$ cat src/fsprw_pkg.sv
// Purpose: Constants and types for the flash self-programming and concurrent-read control.
// Assumes: Word addressed program flash of 64K bytes, 32K words, 128-word pages.
// Notes:   Region and section limits are word addresses.
// Overview of operation
// Ignore program store from application section
// Boot code may program every page
// Boot size setting sets section boundary
// Fixed concurrent and stalling region split
// Serve stalling region fetches during concurrent programming
// Stall core when stalling page programmed
// Concurrent region reads invalid while programming
// Software avoids concurrent region until re-enabled
// Software disables or relocates interrupts
// Boot section always inside stalling region
// Busy flag reads one while blocked
// Software clears busy flag before region use
// Programming is page based, reads unaffected
// Application lock bits protect application section
// Boot lock bits protect boot section
// Core halted whole stalling page operation
// Lock bits set freely, cleared by chip erase
// Lock pattern one-zero blocks writes, allows loads
// Busy flag set at start, software clears
package fsprw_pkg;
   localparam int unsigned ADDR_W         = 15;
   localparam int unsigned PAGE_OFS_W     = 7;
   localparam int unsigned PAGE_W         = ADDR_W - PAGE_OFS_W;
   // Fixed start of the stalling region (upper eighth of flash).
   localparam logic [ADDR_W-1:0] STALL_REGION_START = 15'h7000;
   // Boot section starts for boot size fuse codes 0..3 (largest to smallest).
   localparam logic [ADDR_W-1:0] BOOT_START_0 = 15'h7000;
   localparam logic [ADDR_W-1:0] BOOT_START_1 = 15'h7800;
   localparam logic [ADDR_W-1:0] BOOT_START_2 = 15'h7c00;
   localparam logic [ADDR_W-1:0] BOOT_START_3 = 15'h7e00;
   localparam logic [1:0] LOCK_RESET     = 2'h3;
   localparam int unsigned LOCK_WR_BIT   = 0;
   localparam int unsigned LOCK_RD_BIT   = 1;
   // Programming times, in microseconds, and derived cycle counts at 10 MHz.
   localparam int unsigned CLK_MHZ       = 10;
   localparam int unsigned PAGE_ERASE_US = 4000;
   localparam int unsigned PAGE_WRITE_US = 4000;
   localparam int unsigned PAGE_ERASE_CYC = PAGE_ERASE_US * CLK_MHZ;
   localparam int unsigned PAGE_WRITE_CYC = PAGE_WRITE_US * CLK_MHZ;
   localparam int unsigned TIMER_W        = 16;
   typedef enum logic [1:0] {
      FSPRW_OP_NONE,
      FSPRW_OP_ERASE,
      FSPRW_OP_WRITE
   } fsprw_op_t;
endpackage : fsprw_pkg

$ cat src/fsprw_ctrl.sv
// Purpose: Decide where program stores may start, sequence page operations, stall the core
//          and keep the concurrent-read region blocked and flagged.
// Assumes: Core requests arrive synchronous to sys_clk_i; lock bits reset to unprogrammed
//          since nonvolatile storage is outside this block.
// Notes:   One page operation at a time; new requests are refused while one runs.
`timescale 1ns/100ps
`default_nettype none
module fsprw_ctrl #(
   parameter int unsigned ERASE_CYC = fsprw_pkg::PAGE_ERASE_CYC,
   parameter int unsigned WRITE_CYC = fsprw_pkg::PAGE_WRITE_CYC
) (
   // Clock and reset
   input  wire logic                         sys_clk_i,
   input  wire logic                         rst_b_i,
   // Configuration
   input  wire logic [1:0]                   boot_size_fuses_i,
   // Store program memory request from the core
   input  wire logic                         store_program_memory_instr_i,
   input  wire fsprw_pkg::fsprw_op_t         spm_op_i,
   input  wire logic [fsprw_pkg::ADDR_W-1:0] pc_addr_i,
   input  wire logic [fsprw_pkg::ADDR_W-1:0] spm_addr_i,
   // Fetch and program memory load from the core
   input  wire logic                         fetch_req_i,
   input  wire logic                         program_memory_load_i,
   input  wire logic [fsprw_pkg::ADDR_W-1:0] read_addr_i,
   // Lock bits
   input  wire logic                         lock_set_i,
   input  wire logic [1:0]                   application_lock_bits_set_i,
   input  wire logic [1:0]                   boot_section_lock_bits_set_i,
   input  wire logic                         chip_erase_i,
   // Busy flag clear from software
   input  wire logic                         busy_flag_clear_i,
   // Flash macro control
   output logic                              flash_erase_o,
   output logic                              flash_write_o,
   output logic [fsprw_pkg::PAGE_W-1:0]      flash_page_o,
   // Core status
   output logic                              cpu_stall_o,
   output logic                              read_valid_o,
   output logic                              spm_accepted_o,
   output logic                              spm_rejected_o,
   output logic                              concurrent_region_busy_flag_o,
   output logic [1:0]                        application_lock_bits_o,
   output logic [1:0]                        boot_section_lock_bits_o
);
   import fsprw_pkg::*;

   typedef enum logic [1:0] {FSPRW_IDLE, FSPRW_ERASE, FSPRW_WRITE} fsprw_state_t;

   fsprw_state_t      state_q,  state_d;
   logic [TIMER_W-1:0] timer_q, timer_d;
   logic [PAGE_W-1:0]  page_q,  page_d;
   logic               stall_q, stall_d;
   logic               busy_q,  busy_d;
   logic               acc_q,   acc_d;
   logic               rej_q,   rej_d;

   logic [ADDR_W-1:0]  boot_start;
   logic               pc_in_boot;
   logic               tgt_in_boot;
   logic               tgt_in_conc;
   logic               app_wr_block, app_rd_block;
   logic               boot_wr_block, boot_rd_block;
   logic               locked;
   logic               start;
   logic               rd_in_conc;
   logic               rd_in_boot;
   logic               rd_locked;

   // Boot section boundary from the fuses; every choice lies at or above the
   // stalling region start, so the boot loader never sits in the concurrent region.
   always_comb begin
      unique case (boot_size_fuses_i)
         2'h0: boot_start = BOOT_START_0;
         2'h1: boot_start = BOOT_START_1;
         2'h2: boot_start = BOOT_START_2;
         2'h3: boot_start = BOOT_START_3;
      endcase
   end

   assign pc_in_boot  = (pc_addr_i >= boot_start);
   assign tgt_in_boot = (spm_addr_i >= boot_start);
   assign tgt_in_conc = (spm_addr_i < STALL_REGION_START);

   fsprw_lock_cell u_app_lock (
      .sys_clk_i   (sys_clk_i),
      .rst_b_i     (rst_b_i),
      .set_i       (lock_set_i),
      .set_val_i   (application_lock_bits_set_i),
      .chip_erase_i(chip_erase_i),
      .lock_o      (application_lock_bits_o),
      .wr_block_o  (app_wr_block),
      .rd_block_o  (app_rd_block)
   );

   fsprw_lock_cell u_boot_lock (
      .sys_clk_i   (sys_clk_i),
      .rst_b_i     (rst_b_i),
      .set_i       (lock_set_i),
      .set_val_i   (boot_section_lock_bits_set_i),
      .chip_erase_i(chip_erase_i),
      .lock_o      (boot_section_lock_bits_o),
      .wr_block_o  (boot_wr_block),
      .rd_block_o  (boot_rd_block)
   );

   // Each section is guarded only by its own lock set.
   assign locked = tgt_in_boot ? boot_wr_block : app_wr_block;

   // Any page of the whole flash may be targeted once the core runs boot code.
   assign start = store_program_memory_instr_i && (state_q == FSPRW_IDLE)
                  && pc_in_boot && !locked
                  && (spm_op_i != FSPRW_OP_NONE);

   // Reads: loads across sections obey the read-lock of the target section.
   assign rd_in_conc = (read_addr_i < STALL_REGION_START);
   assign rd_in_boot = (read_addr_i >= boot_start);
   assign rd_locked  = program_memory_load_i &&
                       ((rd_in_boot && !pc_in_boot && boot_rd_block) ||
                        (!rd_in_boot && pc_in_boot && app_rd_block));

   // The concurrent region returns nothing valid while it is blocked; the stalling
   // region keeps serving fetches and loads unless the core itself is stalled or a read lock blocks the load.
   assign read_valid_o = (fetch_req_i || program_memory_load_i) && !stall_q
                         && !(rd_in_conc && busy_q) && !rd_locked;

   always_comb begin
      state_d = state_q;
      timer_d = timer_q;
      page_d  = page_q;
      stall_d = stall_q;
      busy_d  = busy_q;
      acc_d   = 1'b0;
      rej_d   = 1'b0;
      unique case (state_q)
         FSPRW_IDLE: begin
            if (start) begin
               acc_d   = 1'b1;
               // Page organisation only matters here: the offset bits are dropped.
               page_d  = spm_addr_i[ADDR_W-1:PAGE_OFS_W];
               state_d = (spm_op_i == FSPRW_OP_ERASE) ? FSPRW_ERASE : FSPRW_WRITE;
               timer_d = (spm_op_i == FSPRW_OP_ERASE) ?
                         TIMER_W'(ERASE_CYC - 1) : TIMER_W'(WRITE_CYC - 1);
               stall_d = !tgt_in_conc;
               if (tgt_in_conc) begin
                  busy_d = 1'b1;
               end
            end
         end
         FSPRW_ERASE,
         FSPRW_WRITE: begin
            if (timer_q == '0) begin
               state_d = FSPRW_IDLE;
               stall_d = 1'b0;
            end else begin
               timer_d = timer_q - 1'b1;
            end
         end
      endcase
      // Any request that does not start is refused, including one that arrives
      // while a page operation runs, so the core always gets an answer.
      if (store_program_memory_instr_i && !start) begin
         rej_d = 1'b1;
      end
      // Software may only clear the flag once the operation is over; a new start
      // in the same cycle wins over the clear.
      if (busy_flag_clear_i && (state_q == FSPRW_IDLE) && !start) begin
         busy_d = 1'b0;
      end
   end

   always_ff @(posedge sys_clk_i) begin
      if (!rst_b_i) begin
         state_q <= FSPRW_IDLE;
         timer_q <= '0;
         page_q  <= '0;
         stall_q <= 1'b0;
         busy_q  <= 1'b0;
         acc_q   <= 1'b0;
         rej_q   <= 1'b0;
      end else begin
         state_q <= state_d;
         timer_q <= timer_d;
         page_q  <= page_d;
         stall_q <= stall_d;
         busy_q  <= busy_d;
         acc_q   <= acc_d;
         rej_q   <= rej_d;
      end
   end

   assign flash_erase_o                 = (state_q == FSPRW_ERASE);
   assign flash_write_o                 = (state_q == FSPRW_WRITE);
   assign flash_page_o                  = page_q;
   assign cpu_stall_o                   = stall_q;
   assign concurrent_region_busy_flag_o = busy_q;
   assign spm_accepted_o                = acc_q;
   assign spm_rejected_o                = rej_q;
endmodule : fsprw_ctrl
`default_nettype wire

$ cat src/fsprw_lock_cell.sv
// Purpose: One set of two section lock bits, settable, cleared only by chip erase or reset.
// Assumes: A zero bit means programmed; writes can only program bits.
// Notes:   Instantiated once per section.
`timescale 1ns/100ps
`default_nettype none
module fsprw_lock_cell (
   // Clock and reset
   input  wire logic       sys_clk_i,
   input  wire logic       rst_b_i,
   // Lock control
   input  wire logic       set_i,
   input  wire logic [1:0] set_val_i,
   input  wire logic       chip_erase_i,
   // Lock state and decoded protection
   output logic      [1:0] lock_o,
   output logic            wr_block_o,
   output logic            rd_block_o
);
   import fsprw_pkg::*;
   logic [1:0] lock_q;
   logic [1:0] lock_d;
   always_comb begin
      lock_d = lock_q;
      if (chip_erase_i) begin
         lock_d = LOCK_RESET;
      end else if (set_i) begin
         // Setting can only program bits; ones written keep the old value.
         lock_d = lock_q & set_val_i;
      end
   end
   always_ff @(posedge sys_clk_i) begin
      if (!rst_b_i) begin
         lock_q <= LOCK_RESET;
      end else begin
         lock_q <= lock_d;
      end
   end
   assign lock_o     = lock_q;
   assign wr_block_o = ~lock_q[LOCK_WR_BIT];
   assign rd_block_o = ~lock_q[LOCK_RD_BIT];
endmodule : fsprw_lock_cell
`default_nettype wire

$ cat config.mk
export PLATFORM = sky130hd
export DESIGN_NAME = fsprw_ctrl
export DESIGN_NICKNAME = d
export VERILOG_FILES = /design/src/fsprw_pkg.sv /design/src/fsprw_ctrl.sv /design/src/fsprw_lock_cell.sv
export SDC_FILE = /design/constraint.sdc
export NUM_CORES = 1
export LEC_CHECK = 0
export BUFFER_PORTS_ARGS = -buffer_cell sky130_fd_sc_hd__buf_4
export CAP_MARGIN = 0
export CELL_PAD_IN_SITES_DETAIL_PLACEMENT = 0
export CELL_PAD_IN_SITES_GLOBAL_PLACEMENT = 1
export CORE_MARGIN = 2
export CORE_UTILIZATION = 37
export CTS_CLUSTER_DIAMETER = 30
export DETAILED_ROUTE_END_ITERATION = 12
export GPL_TIMING_DRIVEN = 0
export PLACE_DENSITY = 0.93
export RECOVER_POWER = 100
export SYNTH_ARGS = -nofsm -noshare
export SYNTH_HDL_FRONTEND = slang
export SYNTH_SLANG_ARGS = --single-unit
$ cat constraint.sdc
create_clock -name sys_clk_i -period 4.9 [get_ports sys_clk_i]
set_input_delay 0.49 -clock sys_clk_i [delete_from_list [all_inputs] [get_ports sys_clk_i]]
set_output_delay 0.49 -clock sys_clk_i [all_outputs]
set_load 0.02 [all_outputs]
# == Word-level counts from Yosys, hierarchy flattened ==
# Cells that the tools add are included.
# op_classes
addsub,1
magnitude_cmp,5
eq_ne,9
muxes,14
bitwise,7
reduce_logical,38
# ops
cell,count
$pmux 15 s4,1
$ge 15x15->1,3
$mux 16,2
$pmux 16 s2,1
$lt 15x15->1 const B,2
$logic_and 1x1->1,16
$logic_not 16->1,1
$sub 16x1->16 const B,1
$logic_not 1->1,8
$reduce_and 2->1,4
$eq 2x1->1 const B,3
$eq 2x2->1 const B,3
$mux 2,3
$ne 2x2->1 const B,3
$reduce_or 2->1,3
$mux 1,5
$not 1->1,5
$and 2x2->2,2
$logic_not 2->1,2
$pmux 2 s2,1
$reduce_and 3->1,1
$logic_or 1x1->1,2
$pmux 1 s2,1
$reduce_bool 2->1,1
# totals
register_bits,34
in_bits,61
output_inout_bits,19
elab_cells,83

# == Depth between registers and ports, before layout ==
# depth
ltp_word,10
depth_mapped,9
ltp_nobuf,8

# == Hierarchy ==
# A second synthesis with hierarchy kept.
# unflattened
cells_unflattened,245
hier_area_um2,2124.5
# modules_own_cells
mod,n_inst,cells_each,area_each_um2,seq_area_each_um2
fsprw_ctrl,1,227,1951.9,600.6
fsprw_lock_cell,2,9,86.3,40.0

# == Least setup slack after synthesis ==
# OpenSTA, ideal clock, no wires.
# synth_path
path_kind,input-to-output
from,input boot_size_fuses_i[0]
to,output read_valid_o
t_arrival_ns,2.319
required_time_ns,4.410
setup_slack_ns,2.091
cell_stages,8
n_path_buf,0
path_cell_list,and2_1 -> ha_1 -> nor4b_1 -> nand4_1 -> a31o_2 -> nand3b_1 -> o311ai_0 -> a221oi_1
# synth_between
elab_chain_cells,10
elab_cells_between_ends,17
classes_between,order compare: 2; eq/ne: 3; mux: 1; reduce/logical: 11
# synth_rtl
item,line,rtl
"start, declared",fsprw_ctrl.sv:16,"input wire logic [1:0] boot_size_fuses_i,"
$eq 2x2->1 (tied with other cells),fsprw_ctrl.sv:73,unique case (boot_size_fuses_i)
$pmux 15 s4 (*),fsprw_ctrl.sv:73,
"$ge 15x15->1, on equally long branches","fsprw_ctrl.sv:81, fsprw_ctrl.sv:117",
"$logic_not 1->1, on equally long branches","fsprw_ctrl.sv:119, fsprw_ctrl.sv:120",
"$logic_and 1x1->1, on equally long branches (2 in a row)","fsprw_ctrl.sv:119, fsprw_ctrl.sv:120",
$logic_or 1x1->1 (*),fsprw_ctrl.sv:119,((rd_in_boot && !pc_in_boot && boot_rd_block) ||
$logic_and 1x1->1 (*),fsprw_ctrl.sv:118,assign rd_locked = program_memory_load_i &&
$logic_not 1->1 (*),fsprw_ctrl.sv:125,&& !(rd_in_conc && busy_q) && !rd_locked;
$logic_and 1x1->1 (*),fsprw_ctrl.sv:125,
"end, declared",fsprw_ctrl.sv:39,"output logic read_valid_o,"
# Mark *: on every way between the ends. The rest lies on a longest branch, timed or not. The select of a mux whose other input is x is not followed.

# == Worst setup path in the final report ==
# layout_path
from,register timer_q[0]
to,register timer_q[15]
# layout_between
elab_chain_cells,3
elab_cells_between_ends,6
classes_between,add/sub: 1; eq/ne: 1; mux: 2; reduce/logical: 2
# layout_rtl
item,line,rtl
"start, declared",fsprw_ctrl.sv:51,"logic [TIMER_W-1:0] timer_q, timer_d;"
"start signal, assigned",fsprw_ctrl.sv:183,timer_q <= timer_d;
$sub 16x1->16 / $logic_not 16->1 (equally long branches),"fsprw_ctrl.sv:156, fsprw_ctrl.sv:152",
$mux 16 / $ne 2x2->1 (equally long branches),-,
$pmux 16 s2 / $reduce_and 2->1 (equally long branches),-,
# Parallel ways exist; a longest one is shown, timed or not. The select of a mux whose other input is x is not followed.
# A chain may end at the register's enable or synchronous reset.

==> metrics.txt <==
Power Total around 1.3 mW; Final Hold Fails 0; syn nets roughly 320; minimum setup slack in the final design between 1500 and 2000 ps; die height between 70 and 80 um; grt ovf 0; fin crit period 3340 ps; area grow syn2layout 34.4%; Worst setup EP type flip-flop; CTS tree built; Clock Skew around 5 ps; routed vias/inst about 5.4; Worst EP required 5090 ps; worst-path fanout max 7; Worst Hold Launch application_lock_bits_set_i[1]; crit path kind reg2reg; clock-pin slew on the worst setup and hold paths ~70 ps; Clock Power Share about a quarter; multi-input logic area approximately 1200 um2; Root Driver clkbuf_8; met3 Use GR about 4%; sequential cell area fraction in the yosys report 33.1%; Worst slew margin around a quarter; core area roughly 5400 um2; Reg2Reg Depth 8; final instance area 2770 um2; Nets slightly above 400; number of CTS-inserted buffers 5; CTS max path bufs 2; Int Power around 750 uW; sequential share of power 27.3%; R2R Path Start timer_q[0]; Critical Path AT about 3500 ps; Peak Freq about 300 MHz; pins over their slew limit 0; sw frac 40.0%; Initial Utilization roughly 38%; hold slack 411 ps; pwr dens 454 nW/um2; First-pass DRT Iterations 4; CTS resizes 0; share of layout cells above drive strength 1 22.6%; first-pass GRT wire length slightly above 10 mm; Seq cells post-synth 34; Mapped Cells 249; commonest cells in the synthesized netlist 34 x dfxtp_1, 24 x nor2_1, 23 x nand2_1; RSZ-0062 raised after global routing no; post-route ant nets 0; worst skew pair latency slightly below 300 ps; WHS Endpoint u_app_lock.lock_o[1]; Reg2Reg Setup Slack 1560 ps; CP cell instances inv_1 -> ha_1 -> or4b_1 -> or4_1 -> o311ai_0 -> nor4_1 -> a2bb2oi_1 -> o221a_1; synthesized cell area around 2100 um2; final setup fails 0; setup TNS 0 ps; Worst Hold Depth 3; diode count 0; top cells by area, synth dfxtp_1 33%, ha_1 7.9%, nor2_1 4.4%; setup repair bufs after CTS 0; Peak VDD IR between 0.2 and 0.25 mV; die width slightly below 80 um; leading area contributor after synthesis dfxtp_1; Max-Cap Viols 0; initial antenna violation count 0; Fillers approximately 530; Top FF cell, synth dfxtp_1; DP HPWL roughly 4.9 mm; asr flop ratio synth 0%; combinational power share between 40% and 50%; Register Area ~700 um2; GRT met2 Usage 33.8%; clock sink count 34; # DRC 0; row count 27; status complete, no violations; Initial DRC Count between 100 and 150; die area just over 6000 um2; Crit-path slowest cell o311ai_0; GPL Wtd Cong 0.851; drt total wl between 6 and 7 mm; met1 GRT Util ~28%; Crit Reg-Reg Endpoint timer_q[15]; P_sw 502 uW; Post-synth EDFFs 0; Setup WS pre-CTS about 1600 ps; Warnings, synthesis 0; via count about 2.2k; final non-filler cell total between 400 and 500; largest net degree at the start of global routing 13; count leader, synth dfxtp_1; Hold WC Path Type in2reg; H-tree Lvls 2; # port buffers roughly 80; LEAKAGE between 1 and 1.5 nW; Tcrit/Tclk final 68.1%; Placed Instance Area around 2700 um2; Critical Path Source Type flip-flop; Yosys cell types 56; WL per Instance about 15 um; Placed Cells 400; worst slew pin tran approximately 1100 ps; syn_area_per_cell 8.27 um2; post-synth top area share 33.1%; I/O Pins 80; vias in the first global route 2169; overall global routing resource usage between 20% and 30%; CTS Hold Bufs 0; CP max stage delay a little under 1000 ps; GRT busiest layer met2; Final Core Density about half
## metal layers
metal | share of wire, % | up-vias
li1 | - | 1115
met5 | 0 | -
met2 | 46 | 57
met4 | 1.8 | 0
met1 | 48 | 1035
met3 | 4.8 | 8
## how the worst max path moves through the flow
| stage | slack, ps | to | startpoint | depth (start not counted) |
|---|---|---|---|---|
| 6_report | 1560 | timer_q[15] | timer_q[0] | 8 |
| 5_1_grt | 1330 | timer_q[15] | timer_q[0] | 8 |
| 4_1_cts | 1950 | timer_q[15] | boot_size_fuses_i[0] | 9 |
| 3_5_place_dp | 1640 | timer_q[15] | boot_size_fuses_i[0] | 9 |
| 3_3_place_gp | 1600 | timer_q[15] | boot_size_fuses_i[0] | 9 |
| 2_1_floorplan | 2090 | read_valid_o | boot_size_fuses_i[0] | 8 |
## critical path: cells and delay by family, from the launching register on
kind            cells  cell delay (ps)
compound gates      3             1420
fa+ha+maj           1              200
buf+inv             1               60
flops               1              340
simple gates        3             1210
## flip-flops by register name, summed over array words and instances, names as in the netlist
register and count:
timer_q 16, flash_page_o 8, state_q 2, u_app_lock.lock_o 2, u_boot_lock.lock_o 2, concurrent_region_busy_flag_o 1, cpu_stall_o 1, spm_accepted_o 1
spm_rejected_o 1
## layout by cell type, fill, tap and decap left out, drive strengths merged, types with 3 or more instances in the layout
master and instances:
a211oi 4, nor2 24, buf 59, inv 17, a31oi 4, nand4 3
o221a 5, a31o 3, nor4b 4, dfxtp 34, nor4 5, ha 13
o22ai 4, a22oi 5, o21ai 12, mux2i 8, a21oi 9, clkbuf 37
nand3 10, nand2 23, o32ai 4, o211ai 3, nor3 8, or3 3
## logic make-up (layout without fill, tap and decap cells)
group,Yosys count,after routing,share of synthesized area (%)
buffers and inverters,30,117,5.84
muxes,8,8,3.89
AOI/OAI and AO/OA,69,69,25.8
DFF,34,34,33.1
adders and majority gates,13,13,7.90
and+or+nand+nor,95,95,23.5
## power by group through the flow
stage,combinational (mW),clock [mW],sequential (mW)
2_1_floorplan,0.486,0,0.344
3_3_place_gp,0.636,0,0.347
5_1_grt,0.674,0.331,0.350
6_report,0.599,0.314,0.343
3_5_place_dp,0.642,0,0.348
4_1_cts,0.644,0.321,0.342
## layout make-up
| class | instances | share of cell area, % |
|---|---|---|
| multi-input cells | 185 | 44.4 |
| flip-flops and latches | 34 | 24.6 |
| clock buffers | 5 | 2.49 |
| well taps | 72 | 3.26 |
| plain buffers | 12 | 1.72 |
| repair buffers | 79 | 18.6 |
| inverters | 18 | 2.44 |
| clock inverters | 3 | 2.49 |
(Power assumes the default switching activity.)
